## src/core/scdf_pkg.sv

```systemverilog
// scdf_pkg: register map, field positions and timing for the channel flag bank
// assumes one 250 MHz clock domain and an apb register port
`default_nettype none
package scdf_pkg;
  localparam int unsigned NUM_CHAN        = 32;
  localparam int unsigned CHAN_W          = 5;
  localparam int unsigned BUF_MAX_BYTES   = 1536;
  localparam int unsigned BUF_SMALL_BYTES = 720;
  localparam int unsigned LEN_W           = 11;
  // apb byte offsets
  localparam logic [11:0] OFS_GLOBAL  = 12'h000;
  localparam logic [11:0] OFS_CHANREG = 12'h004;
  localparam logic [11:0] OFS_CMD     = 12'h008;
  localparam logic [11:0] OFS_TIMEOUT = 12'h00C;
  localparam logic [11:0] OFS_CONFIG  = 12'h010;
  localparam logic [11:0] OFS_CFLAGS  = 12'h100;
  localparam logic [11:0] OFS_DETAIL  = 12'h200;
  // global flag positions
  localparam int unsigned GF_SEND_BUSY = 0;
  localparam int unsigned GF_RX_DATA   = 1;
  localparam int unsigned GF_CONN_EVT  = 2;
  localparam int unsigned GF_LINK_UP   = 6;
  // channel flag positions
  localparam int unsigned CF_RX_ERR  = 0;
  localparam int unsigned CF_TX_ACT  = 1;
  localparam int unsigned CF_TX_ERR  = 2;
  localparam int unsigned CF_CONN    = 3;
  localparam int unsigned CF_NOTDONE = 4;
  // detail register masks and bits
  localparam logic [31:0] DET_RX_MASK = 32'h0000_F501;
  localparam logic [31:0] DET_TX_MASK = 32'hF080_0000;
  localparam logic [31:0] DET_MASK    = 32'hF080_F501;
  localparam int unsigned DB_RD_TIMEOUT = 0;
  localparam int unsigned DB_OVERSIZE   = 8;
  localparam int unsigned DB_TX_ABSENT  = 23;
  localparam int unsigned DB_TX_BADPORT = 29;
  localparam int unsigned DB_TX_NOCONN  = 30;
  localparam int unsigned DB_TX_ILLEGAL = 31;
  // command codes
  localparam logic [1:0] CMD_RECEIVE = 2'h1;
  localparam logic [1:0] CMD_GETEVT  = 2'h2;
  // timing
  localparam int unsigned CLK_MHZ        = 250;
  localparam int unsigned RD_TIMEOUT_MS  = 1000;
  localparam int unsigned CYC_PER_MS     = CLK_MHZ * 1000;
  localparam logic [15:0] TIMEOUT_RESET  = 16'h03E8;
endpackage
`default_nettype wire

```

## src/core/scdf_ms_tick.sv

```systemverilog
// scdf_ms_tick: one-cycle pulse once per millisecond
// assumes pclk at the package rate
`default_nettype none
module scdf_ms_tick
  import scdf_pkg::*;
#(
  parameter int unsigned CYC_PER_TICK = CYC_PER_MS
) (
  input  wire logic pclk,
  input  wire logic presetn,
  input  wire logic clk_en,
  output logic      tick
);
  logic [31:0] cnt;
  logic [31:0] next_cnt;
  always_comb begin
    next_cnt = cnt + 32'h1;
    if (cnt >= CYC_PER_TICK - 1) begin
      next_cnt = '0;
    end
  end
  always_ff @(posedge pclk or negedge presetn) begin
    if (!presetn) begin
      cnt <= '0;
    end else if (clk_en) begin
      cnt <= next_cnt;
    end
  end
  assign tick = clk_en && (cnt >= CYC_PER_TICK - 1);
endmodule
`default_nettype wire

```

## src/core/scdf_chan_diag.sv

```systemverilog
// scdf_chan_diag: per-channel sticky detail register and its flags
// assumes error pulses from the socket engine on the same clock
`default_nettype none
module scdf_chan_diag
  import scdf_pkg::*;
(
  input  wire logic        pclk,
  input  wire logic        presetn,
  input  wire logic        clk_en,
  input  wire logic [31:0] err_set,
  input  wire logic        clr_we,
  input  wire logic [31:0] clr_mask,
  output logic [31:0]      detail,
  output logic             rx_error_summary,
  output logic             tx_error_summary
);
  logic [31:0] next_detail;
  always_comb begin
    // set wins over clear; unused bits stay zero
    next_detail = detail & ~(clr_we ? clr_mask : 32'h0000_0000);
    next_detail = (next_detail | err_set) & DET_MASK;
  end
  always_ff @(posedge pclk or negedge presetn) begin
    if (!presetn) begin
      detail <= 32'h0000_0000;
    end else if (clk_en) begin
      detail <= next_detail;
    end
  end
  assign rx_error_summary = |(detail & DET_RX_MASK);
  assign tx_error_summary = |(detail & DET_TX_MASK);
endmodule
`default_nettype wire

```

## src/core/scdf_top.sv

```systemverilog
// scdf_top: global and per-channel flags, shared channel register, apb slave
// assumes socket engine pulses on pclk; link pin is asynchronous
// Notes on behaviour
// software channels 1-10, 11-19 reserved
// data and event flags never both set
// one shared register names pending channel
// software consumes only its own channel
// send busy blocks sends on all channels
// receive flag high while telegram waits
// receive command frees mailbox, next advances
// transfers limited to 1536 or 720 bytes
// channel register updates right after receive
// connection event flag requests event fetch
// link flag follows physical link
// rx summary falls when rx bits clear
// tx summary falls when tx bits clear
// tx active refuses send, connect, disconnect
// connected flag follows tcp connection
// not-done set on failure, cleared on success
// receiver detail bit positions
// transmitter detail bit positions
// detail bits sticky until software clears
// unread telegram dropped after read timeout
// unused bits read zero, ignore writes
`default_nettype none
module scdf_top
  import scdf_pkg::*;
#(
  parameter int unsigned CYC_PER_TICK = CYC_PER_MS
) (
  input  wire logic              pclk,
  input  wire logic              presetn,
  input  wire logic              clk_en,
  input  wire logic              psel,
  input  wire logic              penable,
  input  wire logic              pwrite,
  input  wire logic [11:0]       paddr,
  input  wire logic [31:0]       pwdata,
  output logic [31:0]            prdata,
  output logic                   pready,
  output logic                   pslverr,
  input  wire logic              link_pin,
  input  wire logic              rx_valid,
  input  wire logic [CHAN_W-1:0] rx_chan,
  input  wire logic [LEN_W:0]    rx_len,
  output logic                   rx_ready,
  input  wire logic              evt_valid,
  input  wire logic [CHAN_W-1:0] evt_chan,
  output logic                   evt_ready,
  input  wire logic              tx_req,
  input  wire logic [CHAN_W-1:0] tx_chan,
  input  wire logic [LEN_W:0]    tx_len,
  input  wire logic              tx_ctl,
  output logic                   tx_accept,
  input  wire logic              tx_done,
  input  wire logic              tx_fail,
  input  wire logic [NUM_CHAN-1:0] conn_state,
  input  wire logic [NUM_CHAN-1:0] rx_err_evt,
  input  wire logic [NUM_CHAN-1:0] tx_dest_evt,
  output logic                   rx_consume,
  output logic                   rx_drop
);
  ////////////////////////////////////////////////////////////////////////////
  // link pin synchroniser
  logic link_s1, link_s2, link_up_flag;
  always_ff @(posedge pclk or negedge presetn) begin
    if (!presetn) begin
      link_s1 <= 1'b0;
      link_s2 <= 1'b0;
    end else if (clk_en) begin
      link_s1 <= link_pin;
      link_s2 <= link_s1;
    end
  end
  assign link_up_flag = link_s2;
  ////////////////////////////////////////////////////////////////////////////
  // apb decode
  logic acc, wr, cmd_wr;
  logic hit_cflags, hit_detail, word_ok;
  logic [CHAN_W-1:0] sel_ch;
  assign acc = psel && penable && clk_en;
  assign wr  = acc && pwrite;
  assign pready = 1'b1;
  assign sel_ch     = paddr[CHAN_W+1:2];
  assign word_ok    = (paddr[1:0] == 2'h0) && (paddr[7] == 1'b0);
  assign hit_cflags = word_ok && (paddr[11:8] == OFS_CFLAGS[11:8]);
  assign hit_detail = word_ok && (paddr[11:8] == OFS_DETAIL[11:8]);
  assign cmd_wr = wr && (paddr == OFS_CMD);
  ////////////////////////////////////////////////////////////////////////////
  // mailbox state: idle, data pending, event pending
  typedef enum logic [1:0] {SCDF_IDLE, SCDF_DATA, SCDF_EVT} scdf_mbox_t;
  scdf_mbox_t          mbox, next_mbox;
  logic [CHAN_W-1:0]   pending_channel_reg, next_pending_channel_reg;
  logic [15:0]         timeout_ms, next_timeout_ms, age_ms, next_age_ms;
  logic                small_buf, next_small_buf, tick, rx_big, expired;
  logic [NUM_CHAN-1:0] timeout_hit, oversize_hit;
  logic [LEN_W:0]      buf_lim;
  assign buf_lim = small_buf ? (LEN_W+1)'(BUF_SMALL_BYTES) : (LEN_W+1)'(BUF_MAX_BYTES);
  assign rx_big = rx_len > buf_lim;
  scdf_ms_tick #(
    .CYC_PER_TICK (CYC_PER_TICK)
  ) u_tick (
    .pclk    (pclk),
    .presetn (presetn),
    .clk_en  (clk_en),
    .tick    (tick)
  );
  assign expired = (mbox == SCDF_DATA) && tick && (age_ms + 16'h1 >= timeout_ms);
  always_comb begin
    next_mbox                = mbox;
    next_pending_channel_reg = pending_channel_reg;
    next_age_ms              = age_ms;
    next_timeout_ms          = timeout_ms;
    next_small_buf           = small_buf;
    rx_ready                 = 1'b0;
    evt_ready                = 1'b0;
    rx_consume               = 1'b0;
    rx_drop                  = 1'b0;
    timeout_hit              = '0;
    oversize_hit             = '0;
    if (wr && paddr == OFS_TIMEOUT) begin
      next_timeout_ms = pwdata[15:0];
    end
    if (wr && paddr == OFS_CONFIG) begin
      next_small_buf = pwdata[0];
    end
    if (mbox == SCDF_DATA && tick) begin
      next_age_ms = age_ms + 16'h1;
    end
    case (mbox)
      SCDF_IDLE: begin
        // data has priority; only one pending item at a time
        if (rx_valid && clk_en) begin
          rx_ready = 1'b1;
          if (rx_big) begin
            oversize_hit[rx_chan] = 1'b1;
          end else begin
            next_mbox                = SCDF_DATA;
            next_pending_channel_reg = rx_chan;
            next_age_ms              = 16'h0000;
          end
        end else if (evt_valid && clk_en) begin
          evt_ready                = 1'b1;
          next_mbox                = SCDF_EVT;
          next_pending_channel_reg = evt_chan;
        end
      end
      SCDF_DATA: begin
        if (cmd_wr && pwdata[1:0] == CMD_RECEIVE) begin
          rx_consume = 1'b1;
          next_mbox  = SCDF_IDLE;
        end else if (expired) begin
          rx_drop                          = 1'b1;
          timeout_hit[pending_channel_reg] = 1'b1;
          next_mbox                        = SCDF_IDLE;
        end
      end
      SCDF_EVT: begin
        if (cmd_wr && pwdata[1:0] == CMD_GETEVT) begin
          next_mbox = SCDF_IDLE;
        end
      end
      default: next_mbox = SCDF_IDLE;
    endcase
  end
  always_ff @(posedge pclk or negedge presetn) begin
    if (!presetn) begin
      mbox                <= SCDF_IDLE;
      pending_channel_reg <= '0;
      age_ms              <= 16'h0000;
      timeout_ms          <= TIMEOUT_RESET;
      small_buf           <= 1'b0;
    end else if (clk_en) begin
      mbox                <= next_mbox;
      pending_channel_reg <= next_pending_channel_reg;
      age_ms              <= next_age_ms;
      timeout_ms          <= next_timeout_ms;
      small_buf           <= next_small_buf;
    end
  end
  logic rx_data_flag, conn_event_flag;
  assign rx_data_flag    = (mbox == SCDF_DATA);
  assign conn_event_flag = (mbox == SCDF_EVT);
  ////////////////////////////////////////////////////////////////////////////
  // transmit path
  logic                send_busy_flag, next_send_busy_flag, tx_big;
  logic [CHAN_W-1:0]   tx_owner, next_tx_owner;
  logic [NUM_CHAN-1:0] chan_tx_active, refuse_hit, badlen_hit, ok_hit;
  assign tx_big = tx_len > buf_lim;
  always_comb begin
    next_send_busy_flag = send_busy_flag;
    next_tx_owner       = tx_owner;
    tx_accept           = 1'b0;
    refuse_hit          = '0;
    badlen_hit          = '0;
    ok_hit              = '0;
    if (send_busy_flag && (tx_done || tx_fail)) begin
      next_send_busy_flag = 1'b0;
      ok_hit[tx_owner]    = tx_done;
    end
    if (tx_req && clk_en) begin
      if (send_busy_flag) begin
        refuse_hit[tx_chan] = 1'b1;
      end else if (!tx_ctl && tx_big) begin
        badlen_hit[tx_chan] = 1'b1;
      end else if (tx_ctl) begin
        tx_accept       = 1'b1;
        ok_hit[tx_chan] = 1'b1;
      end else begin
        tx_accept           = 1'b1;
        next_send_busy_flag = 1'b1;
        next_tx_owner       = tx_chan;
      end
    end
  end
  always_ff @(posedge pclk or negedge presetn) begin
    if (!presetn) begin
      send_busy_flag <= 1'b0;
      tx_owner       <= '0;
    end else if (clk_en) begin
      send_busy_flag <= next_send_busy_flag;
      tx_owner       <= next_tx_owner;
    end
  end
  ////////////////////////////////////////////////////////////////////////////
  // per-channel flags and detail registers
  logic [NUM_CHAN-1:0] rx_error_summary, tx_error_summary, cmd_not_done, chan_connected;
  logic [31:0]         detail [NUM_CHAN];
  assign chan_connected = conn_state;
  genvar gi;
  generate
    for (gi = 0; gi < NUM_CHAN; gi++) begin : g_ch
      logic [31:0] err_set;
      logic        next_nd, fail;
      assign chan_tx_active[gi] = send_busy_flag && (tx_owner == CHAN_W'(gi));
      assign fail = refuse_hit[gi] || badlen_hit[gi] || (send_busy_flag && tx_fail
                    && tx_owner == CHAN_W'(gi));
      always_comb begin
        err_set                 = 32'h0000_0000;
        err_set[DB_RD_TIMEOUT]  = timeout_hit[gi];
        err_set[DB_OVERSIZE]    = oversize_hit[gi] | rx_err_evt[gi];
        err_set[DB_TX_ILLEGAL]  = refuse_hit[gi] | badlen_hit[gi];
        err_set[DB_TX_ABSENT]   = tx_dest_evt[gi];
        // failure in the same cycle as success wins
        next_nd = fail || (cmd_not_done[gi] && !ok_hit[gi]);
      end
      always_ff @(posedge pclk or negedge presetn) begin
        if (!presetn) begin
          cmd_not_done[gi] <= 1'b0;
        end else if (clk_en) begin
          cmd_not_done[gi] <= next_nd;
        end
      end
      scdf_chan_diag u_diag (
        .pclk             (pclk),
        .presetn          (presetn),
        .clk_en           (clk_en),
        .err_set          (err_set),
        .clr_we           (wr && hit_detail && sel_ch == CHAN_W'(gi)),
        .clr_mask         (pwdata),
        .detail           (detail[gi]),
        .rx_error_summary (rx_error_summary[gi]),
        .tx_error_summary (tx_error_summary[gi])
      );
    end
  endgenerate
  ////////////////////////////////////////////////////////////////////////////
  // apb read data
  logic [31:0] next_prdata, rd_val;
  logic        unmapped;
  always_comb begin
    rd_val   = 32'h0000_0000;
    unmapped = 1'b0;
    if (paddr == OFS_GLOBAL) begin
      rd_val[GF_SEND_BUSY] = send_busy_flag;
      rd_val[GF_RX_DATA]   = rx_data_flag;
      rd_val[GF_CONN_EVT]  = conn_event_flag;
      rd_val[GF_LINK_UP]   = link_up_flag;
    end else if (paddr == OFS_CHANREG) begin
      rd_val[CHAN_W-1:0] = pending_channel_reg;
    end else if (paddr == OFS_TIMEOUT) begin
      rd_val[15:0] = timeout_ms;
    end else if (paddr == OFS_CONFIG) begin
      rd_val[0] = small_buf;
    end else if (hit_cflags) begin
      rd_val[CF_RX_ERR]  = rx_error_summary[sel_ch];
      rd_val[CF_TX_ACT]  = chan_tx_active[sel_ch];
      rd_val[CF_TX_ERR]  = tx_error_summary[sel_ch];
      rd_val[CF_CONN]    = chan_connected[sel_ch];
      rd_val[CF_NOTDONE] = cmd_not_done[sel_ch];
    end else if (hit_detail) begin
      rd_val = detail[sel_ch];
    end else if (paddr != OFS_CMD) begin
      unmapped = 1'b1;
    end
    pslverr     = acc && unmapped;
    // loaded in setup cycle, stands through access
    next_prdata = (psel && !penable && !pwrite && clk_en) ? rd_val : prdata;
  end
  always_ff @(posedge pclk or negedge presetn) begin
    if (!presetn) begin
      prdata <= 32'h0000_0000;
    end else begin
      prdata <= next_prdata;
    end
  end
  ////////////////////////////////////////////////////////////////////////////
  // checks
  AST_EXCL: assert property (@(posedge pclk) disable iff (!presetn)
    !(rx_data_flag && conn_event_flag)) else $error("data and event flags both set");
  AST_RECV_FREE: assert property (@(posedge pclk) disable iff (!presetn)
    (clk_en && rx_data_flag && cmd_wr && pwdata[1:0] == CMD_RECEIVE) |=> !rx_data_flag)
    else $error("receive command did not free mailbox");
  AST_BUSY_REFUSE: assert property (@(posedge pclk) disable iff (!presetn)
    send_busy_flag |-> !(tx_accept && !tx_ctl)) else $error("send accepted while busy");
  AST_CHREG: assert property (@(posedge pclk) disable iff (!presetn)
    (clk_en && mbox == SCDF_IDLE && rx_valid && !rx_big) |=> pending_channel_reg == $past(rx_chan))
    else $error("channel register not loaded");
  AST_LINK: assert property (@(posedge pclk) disable iff (!presetn)
    (clk_en && $past(clk_en) && $past(clk_en, 2)) |-> link_up_flag == $past(link_pin, 2))
    else $error("link flag wrong");
  AST_TIMEOUT: assert property (@(posedge pclk) disable iff (!presetn)
    (clk_en && expired && !cmd_wr) |=> (!rx_data_flag && detail[$past(pending_channel_reg)][0]))
    else $error("timeout not handled");
  AST_RXSUM: assert property (@(posedge pclk) disable iff (!presetn)
    (clk_en && oversize_hit[4]) |=> rx_error_summary[4]) else $error("rx summary not raised");
  AST_UNUSED: assert property (@(posedge pclk) disable iff (!presetn)
    (detail[1] & ~DET_MASK) == 32'h0000_0000) else $error("unused detail bit set");
  AST_ND: assert property (@(posedge pclk) disable iff (!presetn)
    (clk_en && refuse_hit[7]) |=> cmd_not_done[7]) else $error("not-done not set");
endmodule
`default_nettype wire

```

## config.mk

```make
export PLATFORM = sky130hd
export DESIGN_NAME = scdf_top
export DESIGN_NICKNAME = d
export VERILOG_FILES = /design/src/core/scdf_pkg.sv /design/src/core/scdf_ms_tick.sv /design/src/core/scdf_chan_diag.sv /design/src/core/scdf_top.sv
export SDC_FILE = /design/constraint.sdc
export NUM_CORES = 1
export LEC_CHECK = 0
export ABC_AREA = 1
export BUFFER_PORTS_ARGS = -buffer_cell sky130_fd_sc_hd__buf_2
export CAP_MARGIN = 10
export CORE_ASPECT_RATIO = 0.9
export CORE_MARGIN = 2
export CORE_UTILIZATION = 30
export CTS_CLUSTER_SIZE = 25
export DETAILED_ROUTE_END_ITERATION = 8
export MAX_ROUTING_LAYER = met4
export PLACE_DENSITY = 0.48
export SETUP_SLACK_MARGIN = 0.4
export SYNTH_ARGS = -nofsm -noshare
export SYNTH_HDL_FRONTEND = slang
export SYNTH_SLANG_ARGS = --single-unit
```

## constraint.sdc

```tcl
create_clock -name pclk -period 5.45 [get_ports pclk]
set_input_delay 1.3625 -clock pclk [delete_from_list [all_inputs] [get_ports pclk]]
set_output_delay 1.3625 -clock pclk [all_outputs]
set_load 0.05 [all_outputs]
```

==> results.md, run 1 <==
* Post-cts hold buffer count at 0
* Worst Path Buf+Inv at 4
* Worst Hold Launch: u_tick.cnt[18]
* Mapped Area at 27,100 um2
* Slew Viols, Final at 0
* Register area at 12,900 um2
* Seq pwr share at 42.4%
* P_sw at 2.88 mW
* Commonest non-fill, non-tap cell in the layout: nand2_1
* CTS tree: done
* Skew final at 0.0164 ns
* DR DRC count at 0
* Slew headroom at 19.1%
* CP Cell Sequence: buf_4 -> inv_1 -> nor3_4 -> nand3_2 -> nor2_1 -> nand3_2 -> nor2_1 -> nand3_1 -> nand2_1 -> inv_1 -> ha_1 -> nand2_1 -> nor3_4 -> nand3_1 -> nand3_1 -> nand3_2 -> nor2_4 -> buf_12
* Peak supply drop at 0.236 mV
* Via density at 5.47
* Die extent in y at 289 um
* Ys Warns at 0
* Setup TNS at 0 ns
* Switching share of power at 29.1%
* Worst-Skew Late Latency at 0.65 ns
* Per-cell routed wire length at 24.8 um
* Worst hold path endpoint: u_tick.cnt[18]
* Worst r2r path cells at 20
* Leak at 15.1 nW
* Area occupied by multi-input gates at 11,700 um2
* Worst reg-to-reg setup slack at 1.99 ns
* Placement Rows at 104
* Hold Path Class: reg -> reg
* Clock root buffer: clkbuf_16
* Final setup vio count at 0
* Max Fclk at 206 MHz
* Cells after synthesis at 3,415
* Highest-count cells in the layout ignoring fill and taps: 611 x nand2_1, 510 x dfrtp_1, 441 x inv_1, 313 x o21ai_0, 276 x a21oi_1
* Worst Tran Pin Value at 1.21 ns
* Clk pwr share at 44.2%
* Final #Nets at 3,809
* Crit Path Class: reg -> out
* Post-synthesis async set-or-reset flop share at 100%
* Top reg by flops: g_ch.u_diag.detail
* Detailed Routing Iterations Pass 1 at 6
* Area growth syn-to-layout at 17.1%
* First-pass GRT wire length at 173,000 um
* Placed cell areas at 29,500 um2
* Post-Route WL at 119,000 um
* GRT met3 Usage at 6.06%
* Starting Density at 30.3%
* Total Routing Usage GR at 26.0%
* Gpl congestion at 0.939
* CP max stage delay at 0.38 ns
* Power density over the cells at 312 nW/um2
* Seq cells post-synth at 517
* H-tree levels at 2
* # IOs at 231
* Layout cells sized above 1 at 12.9%
* Global-route track usage on met2 at 36.6%
* Hpwl dp at 85,100 um
* Setup crit start kind: register
* Clock buffer depth at 3
* Synth Flop Type: dfrtp_1
* CP delay by family, top: simple AND/OR/NAND/NOR gates
* WP data arrival at 3.49 ns
* Worst-path maximum fanout at 3
* Core ar. at 89,400 um2
* Gr busiest metal: met1
* Total Power at 9.89 mW
* CP max-delay cell: dfrtp_1
* Clock slew at reported path FFs at 0.06 ns
* Status: completed
* Internal at 7.01 mW
* Unrepaired setup endpoints after global routing: false
* Final period util at 89.0%
* Die footprint at 92,700 um2
* Via Count at 26,294
* R2R Path End: g_ch[10].u_diag.detail[0]
* Worst r2r src: age_ms[0]
* GRT Residual Overflow at 0
* Sink Count at 517
* Critical path required time at 4.09 ns
* Sequential area share after synthesis at 47.8%
* Max-cap violation count at 0
* Vias in the first global route at 24,829
* Hold depth at 2
* Final instance area at 31,700 um2
* Detail Route Antenna Nets at 0
* Setup crit end kind: output port
* Max reg flops at 384
* Die width at 321 um
* Final Hold Vio Count at 0
* Largest regs: g_ch.u_diag.detail x384, cmd_not_done x32, u_tick.cnt x32
* Mapped Avg Cell Area at 7.93 um2
* Total CTS buffers at 56
* Initial antenna violation count at 7
* Number of synthesized flops with an enable pin at 0
* Synth unique cells at 55
* Largest net degree at the start of global routing at 101
* Fill count at 9,446
* DRT iter0 DRCs at 2,926
* Met1 Use GR at 36.7%
* Minimum clock period after layout at 4.85 ns
* Logic pwr share at 13.4%
* IO Port Bufs at 207
-- layout make-up --
class	instances	area share [%]
Sequential cell	517	40.8
Tap cell	1166	4.60
Inverter	481	5.70
Clock buffer	78	5.06
Multi-Input combinational cell	2254	37.0
Antenna cell	1	0.00789
Clock inverter	28	1.48
Timing Repair Buffer	281	5.34
-- power groups by stage --
stage	Combinational (mW)	Clock, mW	Sequential, mW
6_report	1.33	4.37	4.19
4_1_cts	1.30	4.44	4.18
3_5_place_dp	1.28	0	4.25
3_3_place_gp	1.28	0	4.25
5_1_grt	1.45	4.58	4.21
2_1_floorplan	0.748	0	4.20
-- worst min-delay path, stage by stage, from the launching register on --
cell and delay (ns):
dfrtp_1 0.32, inv_1 0.05, nor2_1 0.07
-- kinds of logic (layout without fill, tap and decap cells) --
kind of cell             count (synthesis)  count (layout)  share of synthesized area (%)
adder cells (fa/ha/maj)                 26              26                           1.20
XOR/XNOR                                11              11                          0.356
AO/OA/AOI/OAI                          972             972                           21.2
flip-flops                             517             517                           47.8
other                                    2              13                         0.0277
buffers and inverters                  654             868                           9.49
AND/OR/NAND/NOR                       1233            1233                           19.9
-- worst max-delay path by stage --
stage / slack (ns) / from / endpoint / depth (start not counted)
2_1_floorplan: 0.49 / paddr[4] / pslverr / 8
3_3_place_gp: 0.73 / age_ms[0] / rx_drop / 19
3_5_place_dp: 0.76 / age_ms[0] / rx_drop / 19
4_1_cts: 0.37 / age_ms[1] / rx_drop / 19
5_1_grt: 0.40 / age_ms[1] / rx_drop / 19
6_report: 0.60 / age_ms[0] / rx_drop / 18
-- through the flow --
step / utilization [%] / setup WS, ns / instances / hold slack, ns
after floorplan: - / 0.487 / 3425 / 0.442
after global placement: 33.0 / 0.727 / 4690 / 0.459
after detailed placement: 33.0 / 0.762 / 4690 / 0.463
after CTS: 35.4 / 0.368 / 4800 / 0.479
after global routing: 35.5 / 0.399 / 4806 / 0.504
final: 35.5 / 0.598 / 4806 / 0.473
-- synth_stat cells (4+ instances only) --
cell type,instances,area (um2)
o211ai_1,27,203
a221oi_1,24,210
a31oi_1,10,62.6
nor3_1,83,415
a21boi_0,12,90.1
nand2_2,4,25.0
nand3_1,184,921
buf_1,27,101
nor2_2,11,68.8
nand4_1,56,350
o21ai_0,314,1570
nor3_4,7,114
o2111ai_1,11,96.3
inv_2,34,128
dfstp_2,6,158
a21oi_1,276,1380
nand2_1,612,2300
xor2_1,11,96.3
clkinv_1,4,15.0
o221ai_1,21,184
ha_1,26,325
o22ai_1,77,482
nor4_1,17,106
o21ai_1,25,125
clkbuf_1,84,315
buf_4,13,97.6
o21a_1,27,203
o31ai_1,12,90.1
inv_1,441,1660
o32ai_1,16,140
dfrtp_1,511,12800
a22o_1,5,43.8
nor3_2,4,40.0
buf_2,48,240
a22oi_1,105,788
nor2_1,244,916
-- layer usage --
metal  vias to the layer above  share of wire, %
li1                      11906                 -
met1                     12928                46
met2                      1273                42
met3                       187               9.3
met4                         0               3.2
met5                         -                 0
-- repair_timing --
action | 4_1_cts | 5_1_grt
pin swaps | 8 | 9
buffers inserted | 4 | 5
endpoints found under the setup margin | 1 | 1
gates resized for setup | 10 | 12
(Power assumes the default switching activity.)
==> inputs of run 2 (changes only) <==
- PLACE_DENSITY: 0.48 -> not set
- PLACE_DENSITY_LB_ADDON: not set -> 0.08
==> run 2 against run 1 <==
Compared with the run above: via count shrank 1.4%; clock power barely moved; combinational power about the same; total power is essentially flat; routed wire length is 4.4% higher; maximum frequency down 0.18%; critical path depth up 1; non-clock buffer count decreased by 3; register-to-register slack barely moved; clock skew rose by 0.010 ns; critical path type unchanged.
==> results.md, run 2 (synthesis results as in run 1) <==
* Status: completed (unchanged)
* Minimum clock period after layout at 4.86 ns (was 4.85 ns)
* Worst Tran Pin Value at 1.18 ns (was 1.21 ns)
* Area growth syn-to-layout at 17.2% (was 17.1%)
* Vias in the first global route at 24,700 (was 24,829)
* Total Power at 9.90 mW (was 9.89 mW)
* First-pass GRT wire length at 180,000 um (was 173,000 um)
* Setup crit start kind: register (unchanged)
* Skew final at 0.0267 ns (was 0.0164 ns)
* WP data arrival at 3.50 ns (was 3.49 ns)
* Slew Viols, Final at 0 (unchanged)
* Clock slew at reported path FFs at 0.06 ns (about the same)
* Final Hold Vio Count at 0 (unchanged)
* Worst-Skew Late Latency at 0.66 ns (was 0.65 ns)
* Highest-count cells in the layout ignoring fill and taps: 611 x nand2_1, 511 x dfrtp_1, 441 x inv_1, 314 x o21ai_0, 276 x a21oi_1 (was 611 x nand2_1, 510 x dfrtp_1, 441 x inv_1, 313 x o21ai_0, 276 x a21oi_1)
* Peak supply drop at 0.258 mV (was 0.236 mV)
* R2R Path End: g_ch[9].u_diag.detail[0] (was g_ch[10].u_diag.detail[0])
* P_sw at 2.96 mW (was 2.88 mW)
* Setup crit end kind: output port (unchanged)
* Unrepaired setup endpoints after global routing: false (unchanged)
* Slew headroom at 21.6% (was 19.1%)
* CP Cell Sequence: ha_4 -> nand3_4 -> nor2_4 -> nand4_1 -> nor2_2 -> nand2_2 -> nor2_4 -> nand3_2 -> xor2_2 -> ha_1 -> nand2_1 -> inv_1 -> nand3_2 -> nor3_2 -> nand3_1 -> nand3_1 -> nand3_2 -> nor2_4 -> buf_12 (was buf_4 -> inv_1 -> nor3_4 -> nand3_2 -> nor2_1 -> nand3_2 -> nor2_1 -> nand3_1 -> nand2_1 -> inv_1 -> ha_1 -> nand2_1 -> nor3_4 -> nand3_1 -> nand3_1 -> nand3_2 -> nor2_4 -> buf_12)
* Setup TNS at 0 ns (unchanged)
* Total CTS buffers at 60 (was 56)
* Final #Nets at 3,810 (was 3,809)
* CP max stage delay at 0.42 ns (was 0.38 ns)
* Internal at 6.94 mW (was 7.01 mW)
* Detailed Routing Iterations Pass 1 at 5 (was 6)
* Levels on crit path at 19 (was 18)
* Core ar. at 89,400 um2 (unchanged)
* CP max-delay cell: dfrtp_1 (unchanged)
* Worst Path Buf+Inv at 2 (was 4)
* Hold Path Class: reg -> reg (unchanged)
* Power density over the cells at 312 nW/um2 (about the same)
* DR WL met3 at 7540 um (was 11,000 um)
* Via density at 5.39 (was 5.47)
* Switching share of power at 29.9% (was 29.1%)
* Initial antenna violation count at 4 (was 7)
* Final period util at 89.2% (was 89.0%)
* Post-Route WL at 124,000 um (was 119,000 um)
* Crit path from: age_ms[0] (unchanged)
* Largest regs: g_ch.u_diag.detail x384, cmd_not_done x32, u_tick.cnt x32 (unchanged)
* Clock buffer depth at 3 (unchanged)
* Commonest non-fill, non-tap cell in the layout: nand2_1 (unchanged)
* Logic pwr share at 13.5% (was 13.4%)
* Seq pwr share at 42.4% (about the same)
* Crit path capture: rx_drop (unchanged)
* Top reg by flops: g_ch.u_diag.detail (unchanged)
* H-tree levels at 2 (unchanged)
* # IOs at 231 (unchanged)
* Hpwl dp at 88,700 um (was 85,100 um)
* Dpl cells at 4,692 (was 4,690)
* Clk pwr share at 44.1% (was 44.2%)
* Non-filler instance count after layout at 4,808 (was 4,806)
* Largest net degree at the start of global routing at 102 (was 101)
* Gpl congestion at 0.899 (was 0.939)
* Leak at 15.1 nW (about the same)
* Fill count at 9,449 (was 9,446)
* IO Port Bufs at 207 (unchanged)
* Worst r2r path cells at 21 (was 20)
* GRT Residual Overflow at 0 (unchanged)
* CP delay by family, top: simple AND/OR/NAND/NOR gates (unchanged)
* N_diodes at 0 (was 1)
* Met2 wire len at 54,300 um (was 50,000 um)
* Max Fclk at 206 MHz (about the same)
* Wl on met1 at 59,400 um (was 54,300 um)
* Per-cell routed wire length at 25.8 um (was 24.8 um)
* DRT iter0 DRCs at 2,670 (was 2,926)
* Worst reg-to-reg setup slack at 1.99 ns (about the same)
* Top Metal Used: met4 (unchanged)
* Worst r2r src: age_ms[0] (unchanged)
* Worst-path maximum fanout at 3 (unchanged)
* Max-cap violation count at 0 (unchanged)
* Starting Density at 30.3% (unchanged)
* Clock root buffer: clkbuf_16 (unchanged)
* Die footprint at 92,700 um2 (unchanged)
* Die width at 321 um (unchanged)
* Total Routing Usage GR at 27.2% (was 26.0%)
* Critical path required time at 4.09 ns (about the same)
* CTS tree: done (unchanged)
* Placement Rows at 104 (unchanged)
* Detail Route Antenna Nets at 0 (unchanged)
* Via Count at 25,919 (was 26,294)
* Die extent in y at 289 um (unchanged)
* Max reg flops at 384 (unchanged)
* Sink Count at 517 (unchanged)
* Final setup vio count at 0 (unchanged)
* Layout cells sized above 1 at 12.9% (about the same)
* DR DRC count at 0 (unchanged)
* Crit Path Class: reg -> out (unchanged)
## run 2: cell count changes in the layout (fill, tap and decap cells not counted), sizes merged
cell      delta
bufinv       -5
clkinv       +1
buf          -3
diode        -1
clkbuf       +9
clkinvlp     +1
## run 2: how the worst min path moves through the flow
stage	start	depth (start not counted)	to	slack, ns
finish	u_tick.cnt[19]	2	u_tick.cnt[19]	0.47
global route	prdata[2]	2	prdata[2]	0.50
CTS	u_tick.cnt[19]	2	u_tick.cnt[19]	0.48
detailed placement	prdata[30]	2	prdata[30]	0.47
global placement	u_tick.cnt[20]	2	u_tick.cnt[20]	0.46
floorplan	link_s1	2	link_s1	0.44
## run 2: final cells by class
type	count	area (um2)	share of cell area, %
well taps	1166	1460	4.60
flip-flops and latches	517	12900	40.8
clock buffers	87	1740	5.49
repair buffers	278	1730	5.46
inverters	481	1810	5.70
multi-input cells	2254	11700	36.9
clock inverters	25	333	1.05
## run 2: power groups by stage
stage	registers [mW]	clock network (mW)	logic (mW)
6_report	4.20	4.36	1.34
2_1_floorplan	4.20	0	0.748
4_1_cts	4.19	4.44	1.32
3_3_place_gp	4.26	0	1.31
3_5_place_dp	4.26	0	1.31
5_1_grt	4.22	4.57	1.47
## run 2: worst min-delay path, delay by kind of cell (launching register included)
kind | cells | cell delay [ns]
flip-flops | 1 | 0.32
AND/OR/NAND/NOR | 1 | 0.07
buffers and inverters | 1 | 0.05
## run 2: timing repair
action	4_1_cts	5_1_grt
pin swaps	1	9
resized for setup	6	13
hold buffers	0	0
setup endpoints to repair	1	1
buffers inserted	0	4
hold endpoints to repair	0	0
## run 2: stage by stage
stage          instance area (um2)  hold slack [ns]  utilization (%)  setup WS [ns]
4_1_cts                      31600            0.481             35.4          0.438
2_1_floorplan                27100            0.442                -          0.487
5_1_grt                      31700            0.498             35.5          0.405
3_5_place_dp                 29500            0.466             33.0          0.954
3_3_place_gp                 29500            0.460             33.0          0.932
6_report                     31700            0.475             35.5          0.590
## run 2: per-layer routing
layer / global-route usage (%) / vias up
met4: 6.46 / 0
met1: 39.7 / 12926
li1: - / 11926
met3: 3.35 / 145
met5: - / -
met2: 40.0 / 922
==> inputs of run 3 (changes only) <==
- CELL_PAD_IN_SITES_DETAIL_PLACEMENT: not set -> 1
- CELL_PAD_IN_SITES_GLOBAL_PLACEMENT: not set -> 1
==> run 3 against run 2 <==
Compared with the run above: clock skew down 0.011 ns; maximum frequency down 1.4%; combinational power about the same; global-route usage up 1.9 points; critical path type unchanged; largest cell class unchanged; highest routed layer unchanged.
==> results.md, run 3 (synthesis results as in run 1) <==
* Status: completed (unchanged)
* Worst reg-to-reg setup slack at 2.00 ns (was 1.99 ns)
* Dpl cells at 4,682 (was 4,692)
* Starting Density at 30.3% (unchanged)
* Hpwl dp at 95,400 um (was 88,700 um)
* Slew headroom at 23.3% (was 21.6%)
* WHS at 0.478 ns (was 0.475 ns)
* Setup TNS at 0 ns (unchanged)
* CTS tree: done (unchanged)
* Final Hold Vio Count at 0 (unchanged)
* Post-Route WL at 132,000 um (was 124,000 um)
* # IOs at 231 (unchanged)
* Slew Viols, Final at 0 (unchanged)
* Layout cells sized above 1 at 13.0% (was 12.9%)
* Power density over the cells at 313 nW/um2 (was 312 nW/um2)
* Critical path required time at 4.09 ns (about the same)
* First-pass GRT wire length at 192,000 um (was 180,000 um)
* Clock slew at reported path FFs at 0.06 ns (about the same)
* Initial antenna violation count at 8 (was 4)
* Worst-path maximum fanout at 3 (unchanged)
* GRT Residual Overflow at 0 (unchanged)
* Max reg flops at 384 (unchanged)
* Clock root buffer: clkbuf_16 (unchanged)
* Max Fclk at 203 MHz (was 206 MHz)
* Via density at 5.55 (was 5.39)
* Per-cell routed wire length at 27.5 um (was 25.8 um)
* Core ar. at 89,400 um2 (unchanged)
* Clock buffer depth at 3 (unchanged)
* WP data arrival at 3.57 ns (was 3.50 ns)
* Detail Route Antenna Nets at 0 (unchanged)
* Unrepaired setup endpoints after global routing: true (was false)
* Final setup vio count at 0 (unchanged)
* Via Count at 26,688 (was 25,919)
* Worst hold path endpoint: prdata[29] (was u_tick.cnt[19])
* Met1 Use GR at 38.5% (was 39.7%)
* IO Port Bufs at 207 (unchanged)
* DR DRC count at 0 (unchanged)
* Final instance area at 31,700 um2 (about the same)
* Placement Rows at 104 (unchanged)
* Setup crit end kind: output port (unchanged)
* Peak supply drop at 0.250 mV (was 0.258 mV)
* Die footprint at 92,700 um2 (unchanged)
* Highest-count cells in the layout ignoring fill and taps: 609 x nand2_1, 511 x dfrtp_1, 440 x inv_1, 314 x o21ai_0, 275 x a21oi_1 (was 611 x nand2_1, 511 x dfrtp_1, 441 x inv_1, 314 x o21ai_0, 276 x a21oi_1)
* H-tree levels at 2 (unchanged)
* Worst Hold Launch: prdata[29] (was u_tick.cnt[19])
* Final Core Density at 35.5% (about the same)
* Largest net degree at the start of global routing at 123 (was 102)
* Max-cap violation count at 0 (unchanged)
* R2R Path End: g_ch[17].u_diag.detail[0] (was g_ch[9].u_diag.detail[0])
* Global-route track usage on met2 at 46.2% (was 40.0%)
* Top reg by flops: g_ch.u_diag.detail (unchanged)
* Total CTS buffers at 61 (was 60)
* Area growth syn-to-layout at 17.2% (about the same)
* Gpl congestion at 0.904 (was 0.899)
* GRT met3 Usage at 3.45% (was 3.35%)
* Worst Tran Pin Value at 1.14 ns (was 1.18 ns)
* Vias in the first global route at 28,162 (was 24,700)
* Setup crit start kind: register (unchanged)
* Minimum clock period after layout at 4.93 ns (was 4.86 ns)
* Total Routing Usage GR at 29.1% (was 27.2%)
* Non-filler instance count after layout at 4,808 (unchanged)
* Die extent in y at 289 um (unchanged)
* Commonest non-fill, non-tap cell in the layout: nand2_1 (unchanged)
* Final #Nets at 3,808 (was 3,810)
* Hold depth at 2 (unchanged)
* Hold Path Class: reg -> reg (unchanged)
* Final period util at 90.5% (was 89.2%)
* Worst r2r src: age_ms[0] (unchanged)
* Largest regs: g_ch.u_diag.detail x384, cmd_not_done x32, u_tick.cnt x32 (unchanged)
* Sink Count at 517 (unchanged)
* Placed cell areas at 29,400 um2 (was 29,500 um2)
* DRT iter0 DRCs at 2,071 (was 2,670)
* Detailed Routing Iterations Pass 1 at 5 (unchanged)
* Skew final at 0.0160 ns (was 0.0267 ns)
* Worst r2r path cells at 20 (was 21)
* Gr busiest metal: met2 (unchanged)
* Leak at 15.1 nW (about the same)
* Die width at 321 um (unchanged)
* Crit Path Class: reg -> out (unchanged)
* Worst-Skew Late Latency at 0.68 ns (was 0.66 ns)
==> run 3: worst max-delay path by stage <==
stage          cells after the start      end       from  slack (ns)
6_report                          18  rx_drop  age_ms[0]        0.52
5_1_grt                           18  rx_drop  age_ms[0]        0.32
4_1_cts                           19  rx_drop  age_ms[0]        0.32
3_5_place_dp                      19  rx_drop  age_ms[0]        0.57
3_3_place_gp                      19  rx_drop  age_ms[0]        0.61
2_1_floorplan                      8  pslverr   paddr[4]        0.49
==> run 3: routing by layer <==
metal	share of wire, %	wire length [um]
met1	44	58300
met2	47	61700
met3	5.7	7610
met4	3.6	4740
met5	0	0
==> run 3: layout make-up <==
type | count | area, um2
timing repair buffer | 275 | 1670
fill | 10721 | 57700
tap | 1166 | 1460
inverter | 481 | 1810
clock buffer | 88 | 1780
sequential | 517 | 12900
multi-input combinational | 2254 | 11800
antenna | 1 | 2.50
clock inverter | 26 | 298
==> run 3: power breakdown <==
group          internal [mW]  leakage [nW]  switching, mW
sequential              4.02          5.68          0.193
combinational          0.375          8.37          0.989
clock                   2.50          1.03           1.84
total                   6.90          15.1           3.02
==> run 3: through the flow <==
stage / total power [mW] / worst slack [ns]
5_1_grt: 10.3 / 0.321
3_3_place_gp: 5.55 / 0.610
3_5_place_dp: 5.59 / 0.575
4_1_cts: 9.97 / 0.318
2_1_floorplan: 4.94 / 0.487
6_report: 9.92 / 0.520
==> run 3: what timing repair did <==
item,in CTS,in global routing
buffers inserted,4,7
pin swaps,9,11
gates resized for setup,14,17
endpoints found under the setup margin,1,1
hold buffers,0,0
gates cloned,0,0
==> run 3: worst max-delay path, stage by stage, from the launching register on <==
cell,delay [ns]
dfrtp_1,0.41
buf_4,0.14
inv_1,0.08
nor3_4,0.24
nand3_2,0.15
nor2_1,0.14
nand3_2,0.10
nor2_1,0.12
nand3_1,0.08
nand2_1,0.06
inv_1,0.05
ha_1,0.28
nand2_1,0.11
o21ai_0,0.24
a21oi_2,0.10
nand3_2,0.12
nand3_4,0.09
nor2_4,0.21
buf_8,0.18
